--- src/design/pfs_cfg.svh ---
// Constants of the PCM frame sync port: widths, depths and port masks.
// Assumes it is included by its bare name, by pfs_pkg and by the files that use its macros.
// Functional notes
// - Three configurations exist: mode 0 drives four ports up to 2048 kb/s, mode 1 two ports up to 4096 kb/s, mode 2 one port up to 8192 kb/s.
// - The rising edge of the frame pulse marks the first bit of slot 0 of both frames when no offset is set.
// - After reset, lock is declared only after three consecutive frame pulses arrive with a correct, consistent spacing.
// - The pulse interval measured when the search starts is stored, and lock is dropped when a pulse misses it.
// - The frame lock flag reads 1 while locked and 0 once lock is lost.
// - Three offsets each hold a count of bit times by which the slot structure is shifted from the frame pulse.
// - The port stays in its reset state for as long as the reset input is high.
// - Each tristate indicator is low exactly while its transmit line carries valid data.
// - The GCI bit clock and frame sync outputs are derived from the incoming bit clock and frame pulse.
`ifndef PFS_CFG_SVH
`define PFS_CFG_SVH

// ****************************************
// Sizes
// ****************************************
`define PFS_PORTS 4
`define PFS_OFS_W 10
`define PFS_CNT_W 11
`define PFS_SLOT_W 7
`define PFS_FIFO_DEPTH 8

// ****************************************
// Active lane masks per mode and GCI clock divider masks
// ****************************************
`define PFS_ACT_MODE0 4'hf
`define PFS_ACT_MODE1 4'h3
`define PFS_ACT_MODE2 4'h1
`define PFS_GDIV_MASK2 3'h1
`define PFS_GDIV_MASK4 3'h3

`endif

--- src/design/pfs_pkg.sv ---
// Types shared by the PCM frame sync port and its helpers.
// Assumes pfs_cfg.svh is on the include path.
package pfs_pkg;
  `include "pfs_cfg.svh"

  typedef enum logic [1:0] {
    PFS_MODE_0 = 2'b00,
    PFS_MODE_1 = 2'b01,
    PFS_MODE_2 = 2'b10
  } pfs_mode_t;

  typedef enum logic [1:0] {
    PFS_SEARCH  = 2'b00,
    PFS_MEASURE = 2'b01,
    PFS_CONFIRM = 2'b10,
    PFS_LOCKED  = 2'b11
  } pfs_sync_st_t;

  typedef logic [`PFS_PORTS-1:0][7:0] pfs_lanes_t;

  typedef struct packed {
    logic [`PFS_SLOT_W-1:0] slot;
    pfs_lanes_t lanes;
  } pfs_rx_word_t;
endpackage

--- src/design/pfs_if.sv ---
// Carriers between the port and its helpers: frame timing and a word stream.
// Assumes one clock domain; all members except the stream ready are driven from registers.
`timescale 1ns/1ns
`default_nettype none

interface pfs_frame_if;
  logic bit_tick;
  logic frame_edge;
  logic locked;
  modport tracker (input bit_tick, input frame_edge, output locked);
  modport port (output bit_tick, output frame_edge, input locked);
endinterface // pfs_frame_if

interface pfs_stream_if #(parameter int W = 8);
  logic [W-1:0] data;
  logic valid;
  logic ready;
  modport src (output data, output valid, input ready);
  modport snk (input data, input valid, output ready);
endinterface // pfs_stream_if

`default_nettype wire

--- src/design/pfs_port.sv ---
// PCM highway port: bit and frame timing, lock, offsets, serial lanes.
// Assumes bit clock, frame pulse and receive lines are asynchronous pins;
// configuration inputs come from logic on CLK_I and are steady in use.
`timescale 1ns/1ns
`default_nettype none
`include "pfs_cfg.svh"

module pfs_port #(
  parameter int FIFO_DEPTH = `PFS_FIFO_DEPTH
) (
  input wire logic CLK_I,
  input wire logic RESET_I,
  input wire pfs_pkg::pfs_mode_t MODE_I,
  input wire logic DOUBLE_CLOCK_I,
  input wire logic [`PFS_OFS_W-1:0] INPUT_FRAME_OFFSET_I,
  input wire logic [`PFS_OFS_W-1:0] OUTPUT_FRAME_OFFSET_I,
  input wire logic [`PFS_OFS_W-1:0] THIRD_FRAME_OFFSET_I,
  input wire logic [`PFS_PORTS-1:0] TX_ENABLE_I,
  input wire pfs_pkg::pfs_lanes_t TX_DATA_I,
  input wire logic PCM_BIT_CLOCK_I,
  input wire logic PCM_FRAME_PULSE_I,
  input wire logic [`PFS_PORTS-1:0] PCM_RX_LINE_I,
  input wire logic RX_READY_I,
  output logic [`PFS_PORTS-1:0] PCM_TX_LINE_O,
  output logic [`PFS_PORTS-1:0] PCM_TX_LINE_OE_O,
  output logic [`PFS_PORTS-1:0] TX_DRIVE_INDICATOR_O,
  output logic [`PFS_SLOT_W-1:0] TX_SLOT_O,
  output logic TX_LOAD_O,
  output pfs_pkg::pfs_rx_word_t RX_DATA_O,
  output logic RX_VALID_O,
  output logic RX_OVERRUN_O,
  output logic FRAME_LOCK_FLAG_O,
  output logic GCI_BIT_CLOCK_OUT_O,
  output logic GCI_FRAME_SYNC_OUT_O
);
  import pfs_pkg::*;

  localparam int RXW = $bits(pfs_rx_word_t);

  // ****************************************
  // State
  // ****************************************
  typedef struct packed {
    logic clk_m;
    logic clk_s;
    logic clk_d;
    logic fp_m;
    logic fp_s;
    logic fp_last;
    logic [`PFS_PORTS-1:0] rx_m;
    logic [`PFS_PORTS-1:0] rx_s;
    logic half;
    logic bit_tick;
    logic frame_edge;
    logic rx_run;
    logic [`PFS_OFS_W-1:0] rx_skip;
    logic [2:0] rx_bit;
    logic [`PFS_SLOT_W-1:0] rx_slot;
    pfs_lanes_t rx_sh;
    logic push;
    pfs_rx_word_t push_word;
    logic overrun;
    logic tx_run;
    logic [`PFS_OFS_W-1:0] tx_skip;
    logic [2:0] tx_bit;
    logic [`PFS_SLOT_W-1:0] tx_slot;
    pfs_lanes_t tx_sh;
    logic [`PFS_PORTS-1:0] tx_line;
    logic [`PFS_PORTS-1:0] tx_oe;
    logic [`PFS_PORTS-1:0] tx_ind;
    logic tx_load;
    logic [2:0] gdiv;
    logic gclk;
    logic fs_pend;
    logic [`PFS_OFS_W-1:0] fs_skip;
    logic gfs;
  } pfs_port_state_t;

  pfs_port_state_t s;
  pfs_port_state_t next_s;

  pfs_frame_if frm ();
  pfs_stream_if #(.W(RXW)) wr ();
  pfs_stream_if #(.W(RXW)) rd ();

  logic rise;
  logic any_edge;
  logic fp_rise;
  logic tick;
  logic frame;
  logic [`PFS_PORTS-1:0] act;
  logic [`PFS_OFS_W-1:0] skip;
  logic [2:0] bit_no;
  logic [`PFS_SLOT_W-1:0] slot_no;
  logic [1:0] gsel;
  logic [2:0] gmask;

  // ****************************************
  // Next state
  // ****************************************
  always_comb begin
    next_s = s;
    skip = '0;
    bit_no = '0;
    slot_no = '0;

    // Two flops on every asynchronous pin before anything looks at it
    next_s.clk_m = PCM_BIT_CLOCK_I;
    next_s.clk_s = s.clk_m;
    next_s.clk_d = s.clk_s;
    next_s.fp_m = PCM_FRAME_PULSE_I;
    next_s.fp_s = s.fp_m;
    next_s.rx_m = PCM_RX_LINE_I;
    next_s.rx_s = s.rx_m;

    case (MODE_I)
      PFS_MODE_0: act = `PFS_ACT_MODE0;
      PFS_MODE_1: act = `PFS_ACT_MODE1;
      default: act = `PFS_ACT_MODE2;
    endcase

    rise = s.clk_s & ~s.clk_d;
    any_edge = s.clk_s ^ s.clk_d;
    fp_rise = s.fp_s & ~s.fp_last;
    // Double clocking: every second rising edge is a bit, and the
    // frame pulse edge realigns the phase so a bad start cannot persist
    tick = rise & (fp_rise | ~DOUBLE_CLOCK_I | s.half);
    frame = tick & fp_rise;
    if (rise) begin
      next_s.fp_last = s.fp_s;
      next_s.half = ~tick;
    end
    next_s.bit_tick = tick;
    next_s.frame_edge = frame;
    next_s.tx_load = 1'b0;

    // A pending word leaves once the FIFO takes it
    if (s.push && wr.ready) begin
      next_s.push = 1'b0;
    end

    if (tick) begin
      // ****************************************
      // Receive lanes
      // ****************************************
      skip = frame ? INPUT_FRAME_OFFSET_I : s.rx_skip;
      bit_no = frame ? 3'h0 : s.rx_bit;
      slot_no = frame ? '0 : s.rx_slot;
      next_s.rx_run = frame | s.rx_run;
      if (frame) begin
        next_s.rx_bit = 3'h0;
        next_s.rx_slot = '0;
      end
      if (next_s.rx_run && skip != '0) begin
        next_s.rx_skip = skip - 1'b1;
      end else if (next_s.rx_run) begin
        next_s.rx_skip = '0;
        for (int p = 0; p < `PFS_PORTS; p++) begin
          next_s.rx_sh[p] = {s.rx_sh[p][6:0], s.rx_s[p] & act[p]};
        end
        next_s.rx_bit = bit_no + 1'b1;
        if (bit_no == 3'h7) begin
          next_s.rx_slot = slot_no + 1'b1;
          // A word still waiting when the next one lands is lost
          if (s.push && !wr.ready) begin
            next_s.overrun = 1'b1;
          end
          next_s.push = 1'b1;
          next_s.push_word.slot = slot_no;
          next_s.push_word.lanes = next_s.rx_sh;
        end
      end

      // ****************************************
      // Transmit lanes
      // ****************************************
      skip = frame ? OUTPUT_FRAME_OFFSET_I : s.tx_skip;
      bit_no = frame ? 3'h0 : s.tx_bit;
      slot_no = frame ? '0 : s.tx_slot;
      next_s.tx_run = frame | s.tx_run;
      if (frame) begin
        next_s.tx_bit = 3'h0;
        next_s.tx_slot = '0;
      end
      next_s.tx_oe = '0;
      if (next_s.tx_run && skip != '0) begin
        next_s.tx_skip = skip - 1'b1;
      end else if (next_s.tx_run) begin
        next_s.tx_skip = '0;
        if (bit_no == 3'h0) begin
          next_s.tx_load = 1'b1;
          for (int p = 0; p < `PFS_PORTS; p++) begin
            next_s.tx_line[p] = TX_DATA_I[p][7];
            next_s.tx_sh[p] = {TX_DATA_I[p][6:0], 1'b0};
          end
        end else begin
          for (int p = 0; p < `PFS_PORTS; p++) begin
            next_s.tx_line[p] = s.tx_sh[p][7];
            next_s.tx_sh[p] = {s.tx_sh[p][6:0], 1'b0};
          end
        end
        next_s.tx_bit = bit_no + 1'b1;
        if (bit_no == 3'h7) begin
          next_s.tx_slot = slot_no + 1'b1;
        end
        next_s.tx_oe = act & TX_ENABLE_I & {`PFS_PORTS{frm.locked}};
      end

      // ****************************************
      // GCI frame sync, one bit long
      // ****************************************
      skip = frame ? THIRD_FRAME_OFFSET_I : s.fs_skip;
      next_s.gfs = 1'b0;
      if (frame || s.fs_pend) begin
        if (skip == '0) begin
          next_s.gfs = 1'b1;
          next_s.fs_pend = 1'b0;
        end else begin
          next_s.fs_skip = skip - 1'b1;
          next_s.fs_pend = 1'b1;
        end
      end
    end

    // Losing lock releases the lines at once, not at the next bit
    if (!frm.locked) begin
      next_s.tx_oe = '0;
    end
    // A lane dropped by a mode change is released at once as well
    next_s.tx_oe = next_s.tx_oe & act;
    next_s.tx_ind = ~next_s.tx_oe;

    // ****************************************
    // GCI bit clock
    // ****************************************
    // Output rate is the bit clock divided by 1, 2 or 4; a bit clock
    // slower than the GCI rate is passed through, it cannot be multiplied
    // Mode 11 divides as mode 2 does
    gsel = (MODE_I == PFS_MODE_0) ? 2'h0 : ((MODE_I == PFS_MODE_1) ? 2'h1 : 2'h2);
    gsel = gsel + 2'(DOUBLE_CLOCK_I);
    gmask = (gsel == 2'h3) ? `PFS_GDIV_MASK4 : `PFS_GDIV_MASK2;
    if (frame) begin
      next_s.gdiv = '0;
    end else if (any_edge) begin
      next_s.gdiv = s.gdiv + 1'b1;
    end
    if (gsel <= 2'h1) begin
      next_s.gclk = s.clk_s;
    end else if (any_edge && (s.gdiv & gmask) == gmask) begin
      next_s.gclk = ~s.gclk;
    end
  end

  // ****************************************
  // Registers
  // ****************************************
  always_ff @(posedge CLK_I) begin
    if (RESET_I) begin
      s <= '0;
      s.tx_ind <= '1;
    end else begin
      s <= next_s;
    end
  end

  // ****************************************
  // Helpers
  // ****************************************
  assign frm.bit_tick = s.bit_tick;
  assign frm.frame_edge = s.frame_edge;
  assign wr.valid = s.push;
  assign wr.data = s.push_word;
  assign rd.ready = RX_READY_I;

  pfs_sync #(
    .CNT_W(`PFS_CNT_W)
  ) u_sync (
    .clk_i(CLK_I),
    .reset_i(RESET_I),
    .frm(frm)
  );

  pfs_fifo #(
    .W(RXW),
    .DEPTH(FIFO_DEPTH)
  ) u_fifo (
    .clk_i(CLK_I),
    .reset_i(RESET_I),
    .wr(wr),
    .rd(rd)
  );

  // ****************************************
  // Outputs, all from flops
  // ****************************************
  assign PCM_TX_LINE_O = s.tx_line;
  assign PCM_TX_LINE_OE_O = s.tx_oe;
  assign TX_DRIVE_INDICATOR_O = s.tx_ind;
  assign TX_SLOT_O = s.tx_slot;
  assign TX_LOAD_O = s.tx_load;
  assign RX_DATA_O = rd.data;
  assign RX_VALID_O = rd.valid;
  assign RX_OVERRUN_O = s.overrun;
  assign FRAME_LOCK_FLAG_O = frm.locked;
  assign GCI_BIT_CLOCK_OUT_O = s.gclk;
  assign GCI_FRAME_SYNC_OUT_O = s.gfs;
endmodule // pfs_port

`default_nettype wire

--- src/design/pfs_sync.sv ---
// Frame pulse tracker: measures the pulse interval and keeps lock.
// Assumes bit_tick and frame_edge are one-cycle pulses on the same clock.
`timescale 1ns/1ns
`default_nettype none
`include "pfs_cfg.svh"

module pfs_sync #(
  parameter int CNT_W = `PFS_CNT_W
) (
  input wire logic clk_i,
  input wire logic reset_i,
  pfs_frame_if.tracker frm
);
  import pfs_pkg::*;

  typedef struct packed {
    pfs_sync_st_t st;
    logic [CNT_W-1:0] cnt;
    logic [CNT_W-1:0] interval;
    logic locked;
  } pfs_sync_state_t;

  pfs_sync_state_t s;
  pfs_sync_state_t next_s;

  always_comb begin
    next_s = s;
    if (frm.bit_tick) begin
      if (s.cnt != '1) begin
        next_s.cnt = s.cnt + 1'b1;
      end
      if (frm.frame_edge) begin
        next_s.cnt = '0;
        case (s.st)
          PFS_SEARCH: begin
            next_s.st = PFS_MEASURE;
          end
          PFS_MEASURE: begin
            next_s.interval = s.cnt;
            next_s.st = PFS_CONFIRM;
          end
          PFS_CONFIRM, PFS_LOCKED: begin
            // A wrong spacing restarts the search from this pulse
            if (s.cnt == s.interval) begin
              next_s.st = PFS_LOCKED;
            end else begin
              next_s.st = PFS_MEASURE;
            end
          end
          default: begin
            next_s.st = PFS_SEARCH;
          end
        endcase
      end else if (s.st[1] && s.cnt == s.interval) begin
        next_s.st = PFS_SEARCH;
      end else if (s.st == PFS_MEASURE && s.cnt == '1) begin
        next_s.st = PFS_SEARCH;
      end
    end
    next_s.locked = (next_s.st == PFS_LOCKED);
  end

  always_ff @(posedge clk_i) begin
    if (reset_i) begin
      s <= '0;
    end else begin
      s <= next_s;
    end
  end

  assign frm.locked = s.locked;
endmodule // pfs_sync

`default_nettype wire

--- src/design/pfs_fifo.sv ---
// Receive word FIFO with a registered output stage.
// Assumes DEPTH is a power of two; the sink may stall with ready low.
`timescale 1ns/1ns
`default_nettype none
`include "pfs_cfg.svh"

module pfs_fifo #(
  parameter int W = 8,
  parameter int DEPTH = `PFS_FIFO_DEPTH
) (
  input wire logic clk_i,
  input wire logic reset_i,
  pfs_stream_if.snk wr,
  pfs_stream_if.src rd
);
  import pfs_pkg::*;

  localparam int PW = $clog2(DEPTH);
  localparam logic [PW:0] FULL = (PW + 1)'(DEPTH);

  typedef struct packed {
    logic [DEPTH-1:0][W-1:0] mem;
    logic [PW-1:0] wp;
    logic [PW-1:0] rp;
    logic [PW:0] cnt;
    logic [W-1:0] out_data;
    logic out_valid;
  } pfs_fifo_state_t;

  pfs_fifo_state_t s;
  pfs_fifo_state_t next_s;
  logic push;
  logic pop;

  always_comb begin
    next_s = s;
    push = wr.valid && (s.cnt != FULL);
    pop = (!s.out_valid || rd.ready) && (s.cnt != '0);
    if (!s.out_valid || rd.ready) begin
      next_s.out_valid = pop;
    end
    if (pop) begin
      next_s.out_data = s.mem[s.rp];
      next_s.rp = s.rp + 1'b1;
    end
    if (push) begin
      next_s.mem[s.wp] = wr.data;
      next_s.wp = s.wp + 1'b1;
    end
    if (push && !pop) begin
      next_s.cnt = s.cnt + 1'b1;
    end else if (pop && !push) begin
      next_s.cnt = s.cnt - 1'b1;
    end
  end

  always_ff @(posedge clk_i) begin
    if (reset_i) begin
      s <= '0;
    end else begin
      s <= next_s;
    end
  end

  assign wr.ready = (s.cnt != FULL);
  assign rd.data = s.out_data;
  assign rd.valid = s.out_valid;
endmodule // pfs_fifo

`default_nettype wire

--- config.mk ---
export PLATFORM = sky130hd
export DESIGN_NAME = pfs_port
export DESIGN_NICKNAME = d
export VERILOG_FILES = /design/src/design/pfs_pkg.sv /design/src/design/pfs_if.sv /design/src/design/pfs_port.sv /design/src/design/pfs_sync.sv /design/src/design/pfs_fifo.sv
export VERILOG_INCLUDE_DIRS = /design/src /design/src/design
export SDC_FILE = /design/constraint.sdc
export NUM_CORES = 1
export LEC_CHECK = 0
export ABC_AREA = 1
export BUFFER_PORTS_ARGS = -buffer_cell sky130_fd_sc_hd__clkbuf_2
export CORE_AREA = 2 2 237 180
export DETAILED_ROUTE_END_ITERATION = 12
export DIE_AREA = 0 0 239 182
export GPL_ROUTABILITY_DRIVEN = 1
export PLACE_DENSITY = 0.81
export SETUP_SLACK_MARGIN = 0.02
export SLEW_MARGIN = 5
export SYNTH_ARGS = -nofsm -noshare
export SYNTH_HDL_FRONTEND = slang
export SYNTH_SLANG_ARGS = --single-unit
--- constraint.sdc ---
create_clock -name CLK_I -period 3.8 [get_ports CLK_I]
set_clock_uncertainty 0.15 [all_clocks]
set_input_delay 0 -clock CLK_I [delete_from_list [all_inputs] [get_ports CLK_I]]
set_output_delay 0 -clock CLK_I [all_outputs]
set_load 0.05 [all_outputs]
* Word level (Yosys, flattened, before mapping)
Index checks and enable logic that the tools add are counted.
Storage, ports and cells: input port bits 78, memories 0, RAM bits 0, ROM bits 0, bits in registers 580, bits in latches 0, word-level logic and storage cells 209
Cells by class: add/sub/neg operators 14, muxes and demuxes 49, $mul 0, equality and inequality tests 13, bitwise logic cells 27, shift operators 0, reductions and logical operators 42, order comparisons 4, divide/modulo/power cells 0
Operator list (number):
- $bwmux 312 | 1
- $bmux 39 s3 | 1
- $demux 39 s3 | 1
- $mux 102 | 1
- $mux 93 | 1
- $mux 83 | 1
- $mux 39 | 2
- $mux 10 | 7
- $mux 60 | 1
- $mux 50 | 1
- $mux 41 | 1
- $mux 36 | 1
- $sub 10x1->10 const B | 3
- $mux 7 | 4
- $mux 24 | 1
- $mux 11 | 2
- $mux 22 | 1
- $reduce_bool 10->1 | 2
- $add 3x1->3 const B | 5
- $add 7x1->7 const B | 2
- $mux 2 | 7
- $and 4x4->4 | 3
- $mux 4 | 3
- $reduce_and 3->1 | 4
- other kinds (38) | 93

* Logic depth before layout (Yosys ltp)
Gate-level depths: netlist of the first run.
depth in word-level cells 15, gate-level depth with buffers 19

* Hierarchy
From an unflattened synthesis of the first run, not the netlist that was laid out.
Unflattened totals: cells, all modules 4230, area, all modules 28001.9 sq um
Modules (own cells, without submodules):
- pfs_fifo | instances 1, cells each 2725, area an instance 17712.0 sq um
- pfs_port | instances 1, cells each 1296, area an instance 8911.0 sq um
- pfs_sync | instances 1, cells each 209, area an instance 1378.8 sq um

* Worst setup path after synthesis of the first run
Ideal clock, no wire load.
path type register -> register, start register s (netlist bit next_s[190]), end register s[115] (netlist bit), slack 0.996 ns, arrival 2.538 ns, clock period less this slack 2.804 ns, cell stages (with the launch flop) 16, cell sequence dfxtp_1 -> ha_1 -> buf_2 -> nand2_2 -> nor2_4 -> buf_6 -> buf_4 -> clkbuf_1 -> nor2_1 -> ha_1 -> ha_1 -> nand4_2 -> inv_2 -> buf_6 -> buf_6 -> o211a_1
Between the ends: cells in the longest elaborated chain, start to end 8, elaborated cells on any way between the ends 12, classes of those cells eq/ne: 1; mux: 3; bitwise: 5; reduce/logical: 3
RTL lines:
- start, declared | RTL line pfs_port.sv:79 | pfs_port_state_t s;
- start signal, assigned | RTL line pfs_port.sv:262 | s <= next_s;
- $and 1x1->1 * | RTL line pfs_port.sv:122 | rise = s.clk_s & ~s.clk_d;
- named net rise | RTL line pfs_port.sv:86 | logic rise;
- $and 1x1->1 * | RTL line pfs_port.sv:127 | tick = rise & (fp_rise | ~DOUBLE_CLOCK_I | s.half);
- $and 1x1->1 | RTL line pfs_port.sv:128 | frame = tick & fp_rise;
- $mux 10 | RTL line pfs_port.sv:146 | skip = frame ? INPUT_FRAME_OFFSET_I : s.rx_skip;
- $reduce_bool 10->1 | RTL line pfs_port.sv:154 | if (next_s.rx_run && skip != '0) begin
- $logic_and 1x1->1 | RTL line pfs_port.sv:154
- $not 1->1 (no line)
- $reduce_and 4->1 (no line)
The timed path passes the listed nets; every way through them passes the cells marked *. A chain may end at the register's enable or synchronous reset.

* Worst setup path after layout of the first run
start register s (netlist bit next_s[190]), end register s (netlist bit TX_DRIVE_INDICATOR_O[1])
Between the ends: cells in the longest elaborated chain, start to end 11, elaborated cells on any way between the ends 13, classes of those cells mux: 5; bitwise: 6; reduce/logical: 2
RTL lines:
- $and 1x1->1 * | RTL line pfs_port.sv:122
- named net rise | RTL line pfs_port.sv:86
- $and 1x1->1 * | RTL line pfs_port.sv:127
- $and 1x1->1 | RTL line pfs_port.sv:128
- $mux 10 | RTL line pfs_port.sv:177 | skip = frame ? OUTPUT_FRAME_OFFSET_I : s.tx_skip;
- $reduce_bool 10->1 | RTL line pfs_port.sv:186 | if (next_s.tx_run && skip != '0) begin
- $logic_and 1x1->1 | RTL line pfs_port.sv:186
- $mux 50 | RTL line pfs_port.sv:186
- $mux 102 * | RTL line pfs_port.sv:142 | if (tick) begin
- $mux 4 * | RTL line pfs_port.sv:226 | if (!frm.locked) begin
- $and 4x4->4 * | RTL line pfs_port.sv:230 | next_s.tx_oe = next_s.tx_oe & act;
- $not 4->4 * | RTL line pfs_port.sv:231 | next_s.tx_ind = ~next_s.tx_oe;
The timed path passes the listed nets; every way through them passes the cells marked *. The select of a mux whose other input is x is not followed.

==> results of run 1 <==
logic make-up after synthesis:
kind of cell / count (synthesis) / share of synthesized area [%]
AO/OA/AOI/OAI: 1375 / 28.4
buffers and inverters: 780 / 13.3
AND/OR/NAND/NOR: 603 / 10.7
flip-flops: 571 / 45.9
adder cells (fa/ha/maj): 20 / 1.04
XOR/XNOR: 18 / 0.633
multiplexers: 1 / 0.0402
state kept, by name (all words and copies together), names as in the netlist:
name                  count
TX_DRIVE_INDICATOR_O      4
u_fifo.s                322
next_s                    7
u_sync.s                 24
u_fifo.rd.valid           1
u_sync.frm.locked         1
RX_OVERRUN_O              1
TX_SLOT_O                 7
wr.valid                  1
TX_LOAD_O                 1
s                       151
PCM_TX_LINE_OE_O          4
PCM_TX_LINE_O             4
frm.frame_edge            1
GCI_FRAME_SYNC_OUT_O      1
u_fifo.rd.data           39
GCI_BIT_CLOCK_OUT_O       1
frm.bit_tick              1
stage by stage:
stage / area, um^2 / setup WS (ns) / std cells / util (%) / hold slack, ns
2_1_floorplan: 24900 / 0.996 / 3368 / - / -0.0430
3_3_place_gp: 25100 / 0.626 / 3779 / 60.5 / 0.0547
3_5_place_dp: 25100 / 0.435 / 3779 / 60.5 / 0.0450
4_1_cts: 27800 / 0.0358 / 3973 / 67.0 / 0.000841
5_1_grt: 27800 / 0.0559 / 3980 / 67.1 / 0.0276
6_report: 27800 / 0.226 / 3981 / 67.1 / 0.0106
tightest hold or removal path, cell delays in order:
cell	delay, ns
dlygate4sd3_1	0.52
clkbuf_2	0.09
inv_1	0.03
nor2_1	0.06
worst paths after layout:
check	to	cells past startpoint	slack, ns	startpoint
setup reg to reg	TX_DRIVE_INDICATOR_O[1]$_SDFF_PP1_	14	0.23	next_s[190]$_SDFF_PP0_
hold reg to reg	s[182]$_SDFF_PP0_	2	0.25	next_s[182]$_SDFF_PP0_
setup / recovery	TX_DRIVE_INDICATOR_O[1]$_SDFF_PP1_	14	0.23	next_s[190]$_SDFF_PP0_
hold / removal	next_s[179]$_SDFF_PP0_	4	0.01	PCM_RX_LINE_I[0]
cell type report:
cell class | count | area, um^2
antenna | 2 | 5.00
clock buffer | 78 | 1550
clock inverter | 14 | 104
fill | 3280 | 13600
inverter | 486 | 1840
multi-input combinational | 2019 | 10200
sequential | 571 | 11400
tap | 536 | 671
timing repair buffer | 275 | 2030
placed cells by master, fill, tap and decap left out, types with 9 or more instances in the layout:
cell type        n
o21ai_0        629
a21oi_1        628
dfxtp_1        569
inv_1          476
nand2_1        298
clkbuf_2       141
nor2_1         114
nand3_1        105
dlygate4sd3_1  102
clkbuf_16       55
o21ai_1         45
a31oi_1         30
buf_4           27
nand4_1         22
ha_1            18
xor2_1          14
clkbuf_1        14
a21oi_2         13
nor3_1          13
clkinv_2        11
clkbuf_8         9
routing by layer:
layer / GRT usage [%] / up-vias / part of all wire (%)
met2: 48.4 / 974 / 46
met4: 11.1 / 0 / 3.1
li1: - / 11200 / -
met5: 0 / - / 0
met1: 39.4 / 10600 / 43
met3: 4.58 / 189 / 7.6
power by group through the flow:
| stage | combinational [W] | sequential [W] | clock [W] |
|---|---|---|---|
| 3_5_place_dp | 0.00338 | 0.00642 | 0 |
| 2_1_floorplan | 0.00267 | 0.00640 | 0 |
| 4_1_cts | 0.00347 | 0.00629 | 0.00518 |
| 5_1_grt | 0.00385 | 0.00630 | 0.00545 |
| 6_report | 0.00351 | 0.00629 | 0.00516 |
| 3_3_place_gp | 0.00330 | 0.00641 | 0 |
timing repair:
action	in CTS	in global routing
hold buffers	102	0
endpoints found under the setup margin	0	19
resized for setup	0	2
hold endpoints to repair	168	0
buffers inserted	0	4
==> impl_results.md, run 1 <==
- Critical path's slowest cell: dlygate4sd3_1
- Std cell rows: 65
- Port buffer count: 141
- Pin count of the biggest net entering global routing: 127
- Core Region: 41500 um^2
- Vias in the first global route: 21900
- Sequential fraction of the synthesis area: 45.9%
- Asr flop ratio synth: 0%
- DRC viols: 0
- Reg clk slew, reported paths: 0.07 ns
- Final ANT Viol Nets: 0
- HPWL Detailed: 36500 um
- Total Wirelength: 65500 um
- Top FF cell, synth: dfxtp_1
- Synth area leader: dfxtp_1
- Net Count, Synth: 3466
- Max Root-Sink Buffers: 3
- Per-instance average area after synthesis: 7.39 um^2
- CP Data Required Time: 4.14 ns
- Vias: 22900
- Final period util: 94.0%
- Initial antenna violation count: 1
- Gr ovfl total: 0
- Drt pass-1 iters: 6
- Distinct cells, synth: 56
- Top Ports: 142
- Logic pwr share: 23.5%
- Tmin final: 3.57 ns
- Relative slew slack: 28.0%
- Tightest Pin Transition: 1.08 ns
- Pint: 0.0101 W
- Startpoint types: flop
- Top cell type's share of synthesized area: 45.9%
- First-pass GRT wire length: 107000 um
- Die height: 182 um
- LEAKAGE: 10.6 nW
- CP bufs+invs: 3
- GP Congestion: 0.895
- Tot Pwr: 0.0150 W
- H-tree levels: 2
- Vias per inst: 5.76
- Overall Global Routing Usage: 29.5%
- Worst Path Arrival: 3.91 ns
- Layout cell share with drive strength beyond 1: 9.44%
- Top-count cell post-synth: o21ai_0
- CTS tree: built
- Post-synth EDFFs: 0
- CTS Root Cell: clkbuf_16
- Routed WL per cell: 16.4 um
- Mapped Cells: 3368
- Final Slew Violations: 0
- CTS Buf Count: 53
- Sw Pwr: 0.00489 W
- CP Max Fanout: 66
- Die area: 43500 um^2
- Power Dens Cells: 537 nW/um^2
- Status: finished, final reports clean
- Endpoints failing setup: 0
- CP cell instances: ha_2 -> nand2_2 -> nor2_4 -> o21ai_0 -> nor2_1 -> nand2_1 -> nor2_4 -> nand2_2 -> nor2_4 -> buf_12 -> nand3_1 -> dlygate4sd3_1 -> a21oi_2 -> inv_1
- Leading post-synthesis cells by cell area: dfxtp_1 46%, o21ai_0 13%, a21oi_1 13%, inv_1 7.2%, nand2_1 4.5%
- Netlist Area Pre-Place: 24900 um^2
- Unrepaired setup endpoints after global routing: no
- Starting Density: 60.0%
- Critical path type: flop to flop
- Seq pwr share: 42.0%
- Yosys warning total: 0
- Clock latency on the worst-skew pair: 0.60 ns
- Synthesis-to-finish area growth: 11.9%
- Top cell by count, worst path: nor2_4
- Worst Setup End Kind: flop
- CP top delay family: simple AND/OR/NAND/NOR gates
- Endpoints failing hold: 0
- Setup TNS: 0 ns
- Seq cells post-synth: 571
- Iter 0 DRT Violations: 2368
- Commonest cells in the netlist: 629 x o21ai_0, 628 x a21oi_1, 571 x dfxtp_1, 479 x inv_1, 298 x nand2_1
- Hold crit path type: input pin to flop
- CP peak stage delay: 0.60 ns
- VDD IR max: 392 uV
- Layout net count: 3504
- Net Sw Frac: 32.7%
- Maxcap violations: 0
- Die width: 239 um
- Num Clock Sinks: 571
- Clock power share: 34.5%
- Highest Clock Rate: 280 MHz
No activity file was read; power rests on OpenSTA's default activity.
==> run 2: changes to the inputs <==
Settings changed: CAP_MARGIN set to 20, CORE_AREA 2 2 237 180 to 10 10 241 186, CTS_BUF_LIST set to sky130_fd_sc_hd__clkbuf_8, DIE_AREA 0 0 239 182 to 0 0 251 196, PLACE_DENSITY 0.81 to 0.83.
==> impl_results.md, run 2 (synthesis gave the netlist of run 1 again) <==
- CTS tree: built
- Top Metal Used: met4
- Num Clock Sinks: 571
- Cells on worst reg2reg path: 10
- Largest register FFs: 322
- Layout cell share with drive strength beyond 1: 10.4%
- Worst Setup End Kind: flop
- CP peak stage delay: 0.64 ns
- M1 WL: 28800 um
- Die width: 251 um
- Core Region: 40100 um^2
- DRC viols: 0
- Hold crit path type: input pin to flop
- Setup TNS: 0 ns
- Reg clk slew, reported paths: 0.07 ns
- CP Max Fanout: 66
- Power Dens Cells: 524 nW/um^2
- Sw Pwr: 0.00506 W
- Initial antenna violation count: 3
- Crit path capture: s[48]$_SDFFE_PP0P_
- Final setup margin: 0.0170 ns
- Vias per inst: 5.86
- First-pass GRT wire length: 114000 um
- Clock power share: 34.2%
- Drt pass-1 iters: 8
- Gr ovfl total: 0
- Vias: 24000
- Final Slew Violations: 0
- Std cell rows: 64
- Vias in the first global route: 22800
- Die height: 196 um
- Iter 0 DRT Violations: 3083
- H-tree levels: 3
- Critical path type: flop to flop
- Biggest register: u_fifo.s
- Most frequent cells in the layout: 629 x o21ai_0, 628 x a21oi_1, 569 x dfxtp_1
- DP Worst Slack: 0.426 ns
- Routed wl met2: 33200 um
- Starting Density: 62.0%
- Max Root-Sink Buffers: 3
- Layout net count: 3593
- Startpoint types: flop
- Logic pwr share: 23.2%
- Final instance area: 28500 um^2
- CTS Root Cell: clkbuf_8
- CTS Buf Count: 85
- Total Wirelength: 71700 um
- Pint: 0.00990 W
- Fill cells: 2902
- Status: finished, final reports clean
- Seq pwr share: 42.6%
- GP Congestion: 0.897
- Tmin final: 3.78 ns
- Endpoints failing hold: 0
- Highest Clock Rate: 264 MHz
- Relative slew slack: 27.4%
- Worst reg2reg endpoint: s[48]$_SDFFE_PP0P_
- Die area: 49200 um^2
- Clock latency on the worst-skew pair: 0.65 ns
- VDD IR max: 400 uV
- LEAKAGE: 11.1 nW
- Top cell by count, worst path: nand2_1
- Worst Path Arrival: 4.23 ns
- Overall Global Routing Usage: 27.2%
- Final Non-Filler Cells: 4095
- Final ANT Viol Nets: 0
- Cell Area, Placed: 25100 um^2
- CP Data Required Time: 4.24 ns
- Routed wl met3: 6340 um
- Final period util: 99.6%
- R2r startpoint: s[188]$_SDFF_PP0_
- Post-Place Cells: 3773
- Commonest non-fill, non-tap cell in the layout: o21ai_0
- Pin count of the biggest net entering global routing: 189
- HPWL Detailed: 38100 um
- Port buffer count: 141
- CP cell instances: nand2_1 -> nand3_1 -> nand2_1 -> nor2_2 -> inv_2 -> nor2_4 -> buf_12 -> o21ai_0 -> a31oi_1 -> dlygate4sd3_1
- Endpoints failing setup: 0
- R2R setup slack: 0.02 ns
- Routed WL per cell: 17.5 um
- Top Ports: 142
- Worst hold slack: 0.0868 ns
- Net Sw Frac: 33.8%
- Critical path launch point: s[188]$_SDFF_PP0_
- Critical path's slowest cell: dfxtp_1
- Maxcap violations: 0
- Tightest Pin Transition: 1.09 ns
- Synthesis-to-finish area growth: 14.6%
## run 2: changes by cell type in the layout (fill, tap and decap cells not counted), sizes merged
cell and change:
dlygate4sd3 +55, inv +35, clkbuf +29, diode +2, buf +1, bufinv +1, clkinv -1, clkinvlp -1
nand3 +1
## run 2: power groups by stage
stage               clock (W)  sequential [W]  combinational, W
global placement            0         0.00649           0.00323
detailed placement          0         0.00650           0.00331
CTS                   0.00514         0.00637           0.00342
global route          0.00540         0.00640           0.00382
finish                0.00512         0.00637           0.00347
floorplan                   0         0.00640           0.00267
## run 2: final cells by class
class / instances / area, um^2 / area share (%)
Sequential cell: 571 / 11400 / 40.1
Multi-Input combinational cell: 2020 / 10200 / 35.8
Timing Repair Buffer: 331 / 2610 / 9.16
Inverter: 486 / 1840 / 6.44
Clock buffer: 107 / 1470 / 5.16
Tap cell: 528 / 661 / 2.32
Clock inverter: 48 / 280 / 0.982
Antenna cell: 4 / 10.0 / 0.0351
## run 2: repair_timing
action | in CTS | in global routing
gates resized for setup | 0 | 2
setup buffers | 0 | 3
hold buffers | 157 | 0
endpoints found under the setup margin | 0 | 52
hold endpoints to repair | 253 | 0
## run 2: per-layer routing
layer  up-vias  global-route usage (%)
met2      1321                    44.7
li1      11300                       -
met3       318                    4.94
met4         0                    14.6
met5         -                       0
met1     11000                    33.6
## run 2: critical path, delay by kind of cell, from the launching register on
family	cells	cell delay, ns
buf+inv	3	1.06
simple gates	5	1.38
compound gates	2	0.48
flops	1	0.64
## run 2: how the worst min path moves through the flow
stage                                  from                endpoint  slack [ns]  cells past startpoint
final                          TX_DATA_I[0]      s[30]$_SDFFE_PP0P_        0.09                      4
after global routing           TX_DATA_I[8]      s[38]$_SDFFE_PP0P_        0.09                      4
after CTS                      TX_DATA_I[8]      s[38]$_SDFFE_PP0P_        0.02                      4
after detailed placement  PCM_FRAME_PULSE_I  next_s[188]$_SDFF_PP0_        0.05                      3
after global placement    PCM_FRAME_PULSE_I  next_s[188]$_SDFF_PP0_        0.04                      3
after floorplan            PCM_RX_LINE_I[0]  next_s[179]$_SDFF_PP0_       -0.04                      2
## run 2: per-stage QoR
step	power [W]	util, %
3_5_place_dp	0.00981	62.7
4_1_cts	0.0149	70.9
5_1_grt	0.0156	71.1
2_1_floorplan	0.00907	-
3_3_place_gp	0.00972	62.6
6_report	0.0150	71.1
